### src/inc/hpsrb_pkg.sv
package hpsrb_pkg;

  // ----------------------------------------------------------------
  // Register command codes
  // ----------------------------------------------------------------
  localparam logic [7:0] CMD_SLOT_A_CONTROL = 8'h02;
  localparam logic [7:0] CMD_SLOT_B_CONTROL = 8'h03;
  localparam logic [7:0] CMD_SLOT_A_STATUS = 8'h04;
  localparam logic [7:0] CMD_SLOT_B_STATUS = 8'h05;
  localparam logic [7:0] CMD_SHARED_STATUS = 8'h06;

  // ----------------------------------------------------------------
  // Reset values
  // ----------------------------------------------------------------
  localparam logic [7:0] RST_BYTE = 8'h00;
  localparam logic [2:0] RST_CTRL = 3'h0;
  localparam logic [7:0] READ_ZERO = 8'h00;

  // ----------------------------------------------------------------
  // Control register fields
  // ----------------------------------------------------------------
  localparam int CTRL_AUX_EN = 0;
  localparam int CTRL_MAIN_EN = 1;
  localparam int CTRL_GATE = 2;
  localparam int CTRL_MAIN_GOOD = 6;
  localparam int CTRL_AUX_GOOD = 7;

  // ----------------------------------------------------------------
  // Status register fields
  // ----------------------------------------------------------------
  localparam int STAT_LOW_OC = 0;
  localparam int STAT_HIGH_OC = 2;
  localparam int STAT_AUX_OC = 4;
  localparam int STAT_AUX_ON = 5;
  localparam int STAT_MAIN_ON = 6;
  localparam int STAT_FAULT = 7;

  // ----------------------------------------------------------------
  // Shared status fields
  // ----------------------------------------------------------------
  localparam int SHARED_INT_MASK = 3;

  // ----------------------------------------------------------------
  // Serial port constants
  // ----------------------------------------------------------------
  localparam logic [3:0] ADDR_FIXED = 4'h8;
  localparam logic [2:0] BIT_LAST = 3'h7;
  localparam logic [2:0] BIT_FIRST = 3'h0;

  typedef enum logic [3:0] {
    HPSRB_IDLE,
    HPSRB_ADDR,
    HPSRB_ACK_ADDR,
    HPSRB_CMD,
    HPSRB_ACK_CMD,
    HPSRB_WDATA,
    HPSRB_ACK_WDATA,
    HPSRB_RDATA,
    HPSRB_RACK_WAIT,
    HPSRB_RACK,
    HPSRB_RNEXT
  } hpsrb_state_t;

  // Supply monitor inputs of slot A
  typedef struct packed {
    logic aux_good;
    logic main_good;
    logic oc_aux;
    logic oc_high;
    logic oc_low;
  } hpsrb_supply_t;

endpackage

### src/core/hpsrb_top.sv
`timescale 1ns/1ps
module hpsrb_top (
  input wire logic i_mclk,
  input wire logic i_reset,
  input wire logic i_scl,
  input wire logic i_sda,
  output logic o_sda_o,
  output logic o_sda_oe,
  input wire logic [2:0] i_addr_strap,
  input wire logic i_override_pin_n,
  input wire logic i_main_request_pin,
  input wire logic i_aux_request_pin,
  input wire logic i_management_bus_control,
  input wire hpsrb_pkg::hpsrb_supply_t i_supply,
  output logic o_main_power_on,
  output logic o_aux_power_on,
  output logic o_power_good_o,
  output logic o_power_good_oe,
  output logic o_slot_fault_o,
  output logic o_slot_fault_oe,
  output logic o_int_o,
  output logic o_int_oe
);
  import hpsrb_pkg::*;

  // ----------------------------------------------------------------
  // Input synchronisers
  // ----------------------------------------------------------------
  localparam int SYNC_W = 14;
  // Reset to idle pin levels so no false edge or event follows release
  localparam logic [SYNC_W-1:0] SYNC_IDLE = {2'h3, 3'h0, 1'h1, 3'h0, 5'h0};
  logic [SYNC_W-1:0] sync1_q;
  logic [SYNC_W-1:0] sync2_q;
  logic scl_prev_q;
  logic sda_prev_q;

  always_ff @(posedge i_mclk or posedge i_reset) begin
    if (i_reset) begin
      sync1_q <= SYNC_IDLE;
      sync2_q <= SYNC_IDLE;
    end else begin
      sync1_q <= {i_scl, i_sda, i_addr_strap, i_override_pin_n,
                  i_main_request_pin, i_aux_request_pin,
                  i_management_bus_control, i_supply};
      sync2_q <= sync1_q;
    end
  end

  logic scl_s;
  logic sda_s;
  logic [2:0] strap_s;
  logic override_n_s;
  logic main_req_s;
  logic aux_req_s;
  logic bus_mode_s;
  hpsrb_supply_t sup_s;

  assign {scl_s, sda_s, strap_s, override_n_s, main_req_s, aux_req_s,
          bus_mode_s, sup_s} = sync2_q;

  always_ff @(posedge i_mclk or posedge i_reset) begin
    if (i_reset) begin
      scl_prev_q <= 1'b1;
      sda_prev_q <= 1'b1;
    end else begin
      scl_prev_q <= scl_s;
      sda_prev_q <= sda_s;
    end
  end

  logic scl_rise;
  logic scl_fall;
  logic start_det;
  logic stop_det;
  assign scl_rise = scl_s & ~scl_prev_q;
  assign scl_fall = ~scl_s & scl_prev_q;
  assign start_det = scl_s & scl_prev_q & sda_prev_q & ~sda_s;
  assign stop_det = scl_s & scl_prev_q & ~sda_prev_q & sda_s;

  // ----------------------------------------------------------------
  // Address strap capture
  // ----------------------------------------------------------------
  logic [2:0] strap_q;
  logic strap_taken_q;
  logic [1:0] strap_fill_q;

  // Wait until the synchroniser holds real pin levels
  always_ff @(posedge i_mclk or posedge i_reset) begin
    if (i_reset) begin
      strap_q <= 3'h0;
      strap_taken_q <= 1'b0;
      strap_fill_q <= '0;
    end else begin
      strap_fill_q <= {strap_fill_q[0], 1'b1};
      if (strap_fill_q[1] && !strap_taken_q) begin
        strap_q <= strap_s;
        strap_taken_q <= 1'b1;
      end
    end
  end

  // ----------------------------------------------------------------
  // Register state
  // ----------------------------------------------------------------
  logic [2:0] ctrl_a_q;
  logic [2:0] ctrl_b_q;
  logic int_mask_q;
  logic aux_oc_q;
  logic high_oc_q;
  logic low_oc_q;
  logic main_trip_q;
  logic aux_trip_q;
  logic wr_q;
  logic [7:0] ptr_q;
  logic [7:0] wdata_q;

  logic force_on;
  logic aux_enable;
  logic main_enable;
  logic main_on;
  logic aux_on;
  logic fault_bit;

  // Force-on acts only while its gate bit is clear
  assign force_on = ~override_n_s & ~ctrl_a_q[CTRL_GATE];
  assign aux_enable = bus_mode_s ? ctrl_a_q[CTRL_AUX_EN] : aux_req_s;
  assign main_enable = bus_mode_s ? ctrl_a_q[CTRL_MAIN_EN] : main_req_s;
  assign main_on = force_on | (main_enable & ~main_trip_q);
  assign aux_on = force_on | (aux_enable & ~aux_trip_q);
  // Not touched by register reads or flag clears
  assign fault_bit = ~bus_mode_s & (main_trip_q | aux_trip_q);

  function automatic logic wr_hit(input logic [7:0] code, input int bitn);
    wr_hit = wr_q && ptr_q == code && wdata_q[bitn];
  endfunction

  always_ff @(posedge i_mclk or posedge i_reset) begin
    if (i_reset) begin
      ctrl_a_q <= RST_CTRL;
      ctrl_b_q <= RST_CTRL;
      int_mask_q <= 1'b0;
    end else if (wr_q) begin
      // Only writable bits are stored
      case (ptr_q)
        CMD_SLOT_A_CONTROL: ctrl_a_q <= wdata_q[2:0];
        CMD_SLOT_B_CONTROL: ctrl_b_q <= wdata_q[2:0];
        CMD_SHARED_STATUS: int_mask_q <= wdata_q[SHARED_INT_MASK];
        default: ctrl_a_q <= ctrl_a_q;
      endcase
    end
  end

  // Sticky flags; a new event wins over a clear
  always_ff @(posedge i_mclk or posedge i_reset) begin
    if (i_reset) begin
      aux_oc_q <= 1'b0;
      high_oc_q <= 1'b0;
      low_oc_q <= 1'b0;
    end else begin
      if (sup_s.oc_aux && aux_enable) begin
        aux_oc_q <= 1'b1;
      end else if (wr_hit(CMD_SLOT_A_STATUS, STAT_AUX_OC)) begin
        aux_oc_q <= 1'b0;
      end
      if (sup_s.oc_high && main_enable) begin
        high_oc_q <= 1'b1;
      end else if (wr_hit(CMD_SLOT_A_STATUS, STAT_HIGH_OC)) begin
        high_oc_q <= 1'b0;
      end
      if (sup_s.oc_low && main_enable) begin
        low_oc_q <= 1'b1;
      end else if (wr_hit(CMD_SLOT_A_STATUS, STAT_LOW_OC)) begin
        low_oc_q <= 1'b0;
      end
    end
  end

  // Trip latches that shut supplies and, outside bus control mode, drive the fault pin
  always_ff @(posedge i_mclk or posedge i_reset) begin
    if (i_reset) begin
      main_trip_q <= 1'b0;
      aux_trip_q <= 1'b0;
    end else begin
      if (!main_enable) begin
        main_trip_q <= 1'b0;
      end else if (sup_s.oc_high || sup_s.oc_low) begin
        main_trip_q <= 1'b1;
      end
      if (!aux_enable) begin
        aux_trip_q <= 1'b0;
      end else if (sup_s.oc_aux) begin
        aux_trip_q <= 1'b1;
      end
    end
  end

  // ----------------------------------------------------------------
  // Pin outputs
  // ----------------------------------------------------------------
  always_ff @(posedge i_mclk or posedge i_reset) begin
    if (i_reset) begin
      o_main_power_on <= 1'b0;
      o_aux_power_on <= 1'b0;
      o_power_good_o <= 1'b0;
      o_power_good_oe <= 1'b0;
      o_slot_fault_o <= 1'b0;
      o_slot_fault_oe <= 1'b0;
      o_int_o <= 1'b0;
      o_int_oe <= 1'b0;
    end else begin
      o_main_power_on <= main_on;
      o_aux_power_on <= aux_on;
      o_power_good_o <= 1'b1;
      o_power_good_oe <= sup_s.aux_good & sup_s.main_good & ~force_on;
      o_slot_fault_o <= 1'b0;
      o_slot_fault_oe <= fault_bit & override_n_s;
      o_int_o <= 1'b0;
      o_int_oe <= ~int_mask_q & (aux_oc_q | high_oc_q | low_oc_q);
    end
  end

  // ----------------------------------------------------------------
  // Read data
  // ----------------------------------------------------------------
  function automatic logic [7:0] read_reg(input logic [7:0] code);
    logic [7:0] v;
    v = READ_ZERO;
    case (code)
      CMD_SLOT_A_CONTROL: begin
        v[2:0] = ctrl_a_q;
        v[CTRL_AUX_GOOD] = sup_s.aux_good;
        v[CTRL_MAIN_GOOD] = sup_s.main_good;
      end
      CMD_SLOT_B_CONTROL: v[2:0] = ctrl_b_q;
      CMD_SLOT_A_STATUS: begin
        v[STAT_FAULT] = fault_bit;
        v[STAT_MAIN_ON] = main_on;
        v[STAT_AUX_ON] = aux_on;
        v[STAT_AUX_OC] = aux_oc_q;
        v[STAT_HIGH_OC] = high_oc_q;
        v[STAT_LOW_OC] = low_oc_q;
      end
      CMD_SHARED_STATUS: v[SHARED_INT_MASK] = int_mask_q;
      default: v = READ_ZERO;
    endcase
    read_reg = v;
  endfunction

  logic [7:0] rd_byte;
  assign rd_byte = read_reg(ptr_q);

  // ----------------------------------------------------------------
  // Serial port
  // ----------------------------------------------------------------
  hpsrb_state_t state_q;
  logic [2:0] bit_q;
  logic [7:0] shift_q;
  logic ack_on_q;
  logic rw_q;
  logic [7:0] shift_in;
  assign shift_in = {shift_q[6:0], sda_s};

  always_ff @(posedge i_mclk or posedge i_reset) begin
    if (i_reset) begin
      state_q <= HPSRB_IDLE;
      bit_q <= BIT_FIRST;
      shift_q <= RST_BYTE;
      ack_on_q <= 1'b0;
      rw_q <= 1'b0;
      ptr_q <= RST_BYTE;
      wdata_q <= RST_BYTE;
      wr_q <= 1'b0;
      o_sda_o <= 1'b0;
      o_sda_oe <= 1'b0;
    end else begin
      wr_q <= 1'b0;
      o_sda_o <= 1'b0;
      if (start_det) begin
        state_q <= HPSRB_ADDR;
        bit_q <= BIT_FIRST;
        ack_on_q <= 1'b0;
        o_sda_oe <= 1'b0;
      end else if (stop_det) begin
        state_q <= HPSRB_IDLE;
        o_sda_oe <= 1'b0;
      end else begin
        case (state_q)
          HPSRB_ADDR, HPSRB_CMD, HPSRB_WDATA: begin
            if (scl_rise) begin
              shift_q <= shift_in;
              bit_q <= bit_q + 3'h1;
              if (bit_q == BIT_LAST) begin
                case (state_q)
                  HPSRB_ADDR: begin
                    rw_q <= sda_s;
                    if (shift_in[7:1] == {ADDR_FIXED, strap_q}) begin
                      state_q <= HPSRB_ACK_ADDR;
                    end else begin
                      state_q <= HPSRB_IDLE;
                    end
                  end
                  HPSRB_CMD: begin
                    ptr_q <= shift_in;
                    state_q <= HPSRB_ACK_CMD;
                  end
                  default: begin
                    wdata_q <= shift_in;
                    wr_q <= 1'b1;
                    state_q <= HPSRB_ACK_WDATA;
                  end
                endcase
              end
            end
          end
          HPSRB_ACK_ADDR, HPSRB_ACK_CMD, HPSRB_ACK_WDATA: begin
            if (scl_fall) begin
              ack_on_q <= ~ack_on_q;
              bit_q <= BIT_FIRST;
              if (!ack_on_q) begin
                o_sda_oe <= 1'b1;
              end else if (state_q == HPSRB_ACK_ADDR && rw_q) begin
                shift_q <= rd_byte;
                o_sda_oe <= ~rd_byte[7];
                state_q <= HPSRB_RDATA;
              end else begin
                o_sda_oe <= 1'b0;
                state_q <= (state_q == HPSRB_ACK_ADDR) ? HPSRB_CMD
                                                       : HPSRB_WDATA;
              end
            end
          end
          HPSRB_RDATA: begin
            if (scl_rise) begin
              bit_q <= bit_q + 3'h1;
              if (bit_q == BIT_LAST) begin
                state_q <= HPSRB_RACK_WAIT;
              end
            end else if (scl_fall) begin
              shift_q <= {shift_q[6:0], 1'b0};
              o_sda_oe <= ~shift_q[6];
            end
          end
          HPSRB_RACK_WAIT: begin
            if (scl_fall) begin
              o_sda_oe <= 1'b0;
              state_q <= HPSRB_RACK;
            end
          end
          HPSRB_RACK: begin
            if (scl_rise) begin
              state_q <= sda_s ? HPSRB_IDLE : HPSRB_RNEXT;
            end
          end
          HPSRB_RNEXT: begin
            if (scl_fall) begin
              shift_q <= rd_byte;
              o_sda_oe <= ~rd_byte[7];
              bit_q <= BIT_FIRST;
              state_q <= HPSRB_RDATA;
            end
          end
          default: begin
            state_q <= HPSRB_IDLE;
            o_sda_oe <= 1'b0;
          end
        endcase
      end
    end
  end

endmodule

### config.mk
export PLATFORM = sky130hd
export DESIGN_NAME = hpsrb_top
export DESIGN_NICKNAME = d
export VERILOG_FILES = /design/src/inc/hpsrb_pkg.sv /design/src/core/hpsrb_top.sv
export SDC_FILE = /design/constraint.sdc
export NUM_CORES = 1
export LEC_CHECK = 0
export BUFFER_PORTS_ARGS = -buffer_cell sky130_fd_sc_hd__buf_2
export CAP_MARGIN = 30
export CORE_ASPECT_RATIO = 1.25
export CORE_MARGIN = 2
export CORE_UTILIZATION = 50
export CTS_CLUSTER_SIZE = 14
export DETAILED_ROUTE_END_ITERATION = 16
export HOLD_SLACK_MARGIN = 0.15
export PLACE_DENSITY_LB_ADDON = 0.15
export SLEW_MARGIN = 20
export SYNTH_ARGS = -nofsm -noshare
export SYNTH_HDL_FRONTEND = slang
export SYNTH_SLANG_ARGS = --single-unit
export TNS_END_PERCENT = 100
### constraint.sdc
create_clock -name i_mclk -period 3.7 [get_ports i_mclk]
set_input_delay 0.74 -clock i_mclk [delete_from_list [all_inputs] [get_ports i_mclk]]
set_output_delay 0.74 -clock i_mclk [all_outputs]
set_load 0.05 [all_outputs]
After elaboration in Yosys (flattened, before gate mapping)
Index checks and enable logic that the tools add are counted.

Register bits: 85. Output and inout bits: 10. Word-level logic and storage cells: 211.

$add $sub $neg: 1. Eq/ne operators: 40. Muxes and demuxes: 68. Bitwise operators: 37. Reduce and logical (&&, ||, !) cells: 35.

Operator list (number): 7-bit 2-to-1 mux (7); 4-bit 2-to-1 mux (12); 4-bit inequality test (second input constant) (11); 1-bit 2-to-1 mux (32); 7-bit case mux with 4 select lines (1); 4-bit case mux with 6 select lines (1); 6-bit AND reduction (4); 3-bit 2-to-1 mux (6); 2-bit inequality test (second input constant) (9); 1-bit NOT (17); 4-bit by 3-bit equality test with 1-bit output (second input constant) (4); 8-bit by 2-bit equality test with 1-bit output (second input constant) (2); 8-bit by 3-bit equality test with 1-bit output (second input constant) (2); 1-bit bitwise AND (15); 4-bit equality test (second input constant) (3); 4-bit OR reduction (3); 10-bit AND reduction (1); 2-bit nonzero test (5); 1-bit logical AND (9); 3-bit by 1-bit inequality test with 1-bit output (second input constant) (3); 9-bit AND reduction (1); 4-bit by 2-bit equality test with 1-bit output (second input constant) (2); 4-bit case mux with 2 select lines (1); 7-bit equality test (1); other kinds (20) (29).

Depth between registers and ports, before layout
Depth after elaboration: 11. Depth in mapped cells: 7. Depth with buffers taken out: 6.

Worst setup path before layout
OpenSTA, ideal clock, no wires.

Path type: flip-flop to flip-flop. Start point: reg scl_prev_q. End point: reg shift_q[0]. Data arrival time: 1.737 ns. Required time: 3.575 ns. Setup slack: 1.838 ns. Cell stages (with the launch flop): 7. Buffers on the path: 1. Path through: dfstp_2 > buf_2 > and2b_1 > nor2_1 > o221ai_1 > o211ai_2 > mux2_2.

Longest elaborated chain between the ends: 5. Elaborated cells on any way between the ends: 16.

RTL lines: from (decl) (RTL line hpsrb_top.sv:34) `logic scl_prev_q;`; from (signal assigned) (RTL line hpsrb_top.sv:66) `scl_prev_q <= scl_s;`; 1-bit bitwise AND (RTL line hpsrb_top.sv:77, hpsrb_top.sv:78); 1-bit bitwise AND (on tied branches) (2 in a row) (RTL line hpsrb_top.sv:78, hpsrb_top.sv:77); 1-bit NOT (no source line); 10-bit AND reduction (no source line) *; to (signal assigned) (RTL line hpsrb_top.sv:290) `shift_q <= shift_in;`; to (signal assigned) (RTL line hpsrb_top.sv:322) `shift_q <= rd_byte;`; to (signal assigned) (RTL line hpsrb_top.sv:339) `shift_q <= {shift_q[6:0], 1'b0};`; to (decl) (RTL line hpsrb_top.sv:257) `logic [7:0] shift_q;`.

Every way passes the cells marked *; elsewhere a longest branch is shown, timed or not. A chain may end at the register's enable or synchronous reset.

Worst setup path in the final report
Start point: reg state_q[2]. End point: reg state_q[0].

Longest elaborated chain between the ends: 8. Elaborated cells on any way between the ends: 32.

RTL lines: from (decl) (RTL line hpsrb_top.sv:255) `hpsrb_state_t state_q;`; from (signal assigned) (RTL line hpsrb_top.sv:327) `state_q <= (state_q == HPSRB_ACK_ADDR) ? HPSRB_CMD`; from (signal assigned) (RTL line hpsrb_top.sv:351) `state_q <= sda_s ? HPSRB_IDLE : HPSRB_RNEXT;`; 4-bit by 2-bit equality test with 1-bit output (RTL line hpsrb_top.sv:287, hpsrb_top.sv:321); 1-bit logical AND (RTL line hpsrb_top.sv:321) `end else if (state_q == HPSRB_ACK_ADDR && rw_q) begin`; 3-bit 2-to-1 mux (RTL line hpsrb_top.sv:321); 4-bit 2-to-1 mux (RTL line hpsrb_top.sv:319) `if (!ack_on_q) begin`; 4-bit 2-to-1 mux (RTL line hpsrb_top.sv:316) `if (scl_fall) begin`; 4-bit case mux with 6 select lines (RTL line hpsrb_top.sv:287) `case (state_q)`; 4-bit 2-to-1 mux (RTL line hpsrb_top.sv:283) `end else if (stop_det) begin`; 4-bit 2-to-1 mux (RTL line hpsrb_top.sv:278) `if (start_det) begin`.

Several ways; a longest one is shown, not always the timed one. The select of a mux whose other input is x is not followed.

==> reports/qor.txt <==
clock sinks - 84
Starting Density - 51.7%
worst hold path type - reg -> reg
initial antenna violation count - 0
largest family of logic cells by synthesized area - simple AND/OR/NAND/NOR gates
Worst Path Required - 3940 ps
register-to-register path setup slack - 1610 ps
Fin Clk Skew - 10.5 ps
share of post-route cells with drive strength above 1 - 26.0%
total track usage - 19.6%
die height - 99.3 um
outcome - complete, no violations
CTS root buffer - clkbuf_8
via count - 2386
H-tree depth - 3
adder-cell area share of the yosys netlist - 0.689%
Synth Area in Compound Gates - 9.61%
post-synthesis xor/xnor area fraction - 0.965%
WL/cell - 16.1 um
CP Cell Sequence - nor2_1 -> or3_1 -> a21o_1 -> a21oi_2 -> mux2_2
number of cells on the critical path - 5
multi-input logic area - 1420 sq um
worst-skew pair later-pin latency - 360 ps
Crit. Startpoint - state_q[2]$_DFFE_PP0P_
CP max FO - 17
CP bufs+invs - 0
# resized after CTS - 0
power density cells - 455 nW/um^2
Slew Viols, Final - 0
critical path type - reg -> reg
R2R depth - 5
worst hold start - sync1_q[7]$_DFF_PP0_
IO buf count - 22
most area-consuming cells after synthesis - dfrtp_1 52%, mux2_2 8.1%, dfstp_2 5.8%
Area Overhead vs Synth - 9.89%
Nets - 355
sequential share of the synthesized area - 58.1%
reg2reg start - state_q[2]$_DFFE_PP0P_
vias in the first global route - 2476
ys flop type - dfrtp_1
Worst setup SP type - register
cell count after synthesis - 312
Worst IR Drop VDD - 0.272 mV
DP Worst Slack - 1650 ps
final setup fails - 0
number of synthesized flops with an enable pin - 0
Synth warnings - 0
Post-DRT Antenna Nets - 0
post-synthesis register bit count - 84
Crit-path slowest cell - dfrtp_1
Post-Synth Simple-Gate Area - 15.1%
total die area - 7970 sq um
FF+latch area - 2110 sq um
WHS - 354 ps
setup ws final - 1610 ps
Avg Cell Area, Syn - 11.6 sq um
post-synthesis mux area share - 12.4%
Cell variety after synth - 55
hpwl dp - 4.96 mm
# Max-Cap Violations - 0
Setup crit end - state_q[0]$_DFFE_PP0P_
Core Rows - 34
Synth area leader - dfrtp_1
Worst Setup End Kind - register
violation count after the first detailed-route iteration - 96
Worst-Margin Slew - 646 ps
total grt overflow - 0
Async SR Flop Fraction - 100%
Lkg Pwr - 1.85 nW
n_diodes - 0
RSZ-0062 raised after global routing - no
Max Clock Freq - 480 MHz
Reg2Reg Capture Point - state_q[0]$_DFFE_PP0P_
setup TNS - 0 ps
CORE AREA - 7020 sq um
Die W - 80.2 um
max incr delay on CP - 650 ps
Post-CTS Setup Repair Bufs - 0
Final GP Congestion - 0.854
Fin. Hold Viols - 0
Via density - 5.52
max_slew headroom - 56.9%
DRC Markers - 0
fill count - 604
Largest delay share family, worst path - flip-flops
Netlist Area Pre-Place - 3630 sq um
DRT Pass-1 Iters - 4
# hold bufs at CTS - 0
area share of the largest cell type after synthesis - 52.4%
clock buffer depth - 2
global-route wire length before repair - 11.8 mm
Final Util - 56.9%
CTS tree - done
CTS Buf Count - 9
largest net degree at the start of global routing - 41
period utilisation layout - 56.4%
I/O pin cnt - 26
min Tclk post-route - 2090 ps
Arr. time, crit path - 2330 ps
clk slew on worst S/H paths - 90 ps
routed wire length - 6.96 mm
## layer usage
metal,GRT usage (%),vias to the layer above,part of all wire [%]
met4,8.60,0,2.1
met2,32.6,36,52
met3,3.09,14,2.6
met1,25.3,1197,43
li1,-,1139,-
met5,0,-,0
## sequential cells by signal, indices dropped and copies added, names as in the netlist, 4 cells and up
register and count:
sync1_q 14, state_q 4, ptr_q 8, wdata_q 5
sync2_q 14, shift_q 7
## cell usage in the layout, fill, tap and decap left out, types with 5 or more instances in the layout
| cell | netlist | final |
|---|---|---|
| nand4_1 | 5 | 5 |
| buf_2 | 6 | 22 |
| mux2_2 | 26 | 26 |
| nor2_1 | 15 | 15 |
| nor2b_1 | 8 | 8 |
| clkbuf_8 | 0 | 9 |
| nand2_1 | 36 | 36 |
| nand3_1 | 5 | 5 |
| o21ai_0 | 15 | 15 |
| dfstp_2 | 8 | 8 |
| nand2b_1 | 6 | 6 |
| mux2i_1 | 11 | 11 |
| nor3_1 | 9 | 9 |
| inv_1 | 11 | 10 |
| dfrtp_1 | 76 | 76 |
| a21oi_1 | 11 | 11 |
## final cells by class
class                           instances  area share [%]
Timing Repair Buffer                   24            3.13
Tap cell                               90            2.82
Clock buffer                           10            3.20
Inverter                               11            1.07
Sequential cell                        84            52.9
Multi-Input combinational cell        207            35.6
Clock inverter                          6            1.22
## how the worst min path moves through the flow
stage / to / slack [ps] / cells past startpoint
5_1_grt: sync2_q[7]$_DFF_PP0_ / 360 / 0
6_report: sync2_q[7]$_DFF_PP0_ / 350 / 0
3_5_place_dp: sync2_q[11]$_DFF_PP0_ / 330 / 0
2_1_floorplan: sync2_q[0]$_DFF_PP0_ / 330 / 0
4_1_cts: sync2_q[11]$_DFF_PP0_ / 360 / 0
3_3_place_gp: sync2_q[11]$_DFF_PP0_ / 330 / 0
## worst register-to-register path, delay by kind of cell, from the launching register on
kind	cells	cell delay, ps
muxes	1	370
DFF	1	650
AOI/OAI and AO/OA	2	440
and+or+nand+nor	2	500
## cell usage after synthesis (5+ instances only)
cell and instances:
dfrtp_1 76, nand2_1 36, mux2_2 26, nor2_1 15, o21ai_0 15, a21oi_1 11, inv_1 11, mux2i_1 11
nor3_1 9, dfstp_2 8, nor2b_1 8, buf_2 6, nand2b_1 6, nand3_1 5, nand4_1 5
## where the power goes
part | internal, mW | switching [mW]
clock | 0.248 | 0.340
combinational | 0.0833 | 0.103
sequential | 0.983 | 0.0574
## stage by stage
| step | total power [mW] | cells | area [sq um] |
|---|---|---|---|
| 2_1_floorplan | 1.19 | 314 | 3640 |
| 3_3_place_gp | 1.24 | 416 | 3810 |
| 3_5_place_dp | 1.25 | 416 | 3810 |
| 4_1_cts | 1.84 | 432 | 3990 |
| 5_1_grt | 1.92 | 432 | 3990 |
| 6_report | 1.82 | 432 | 3990 |
## cell families after synthesis
| kind of cell | count (synthesis) |
|---|---|
| other | 2 |
| xor gates and xnor gates | 4 |
| DFF | 84 |
| muxes | 41 |
| adders and majority gates | 2 |
| buffers and inverters | 23 |
| and+or+nand+nor | 103 |
| AOI/OAI and AO/OA | 53 |
No activity file was read; power rests on OpenSTA's default activity.
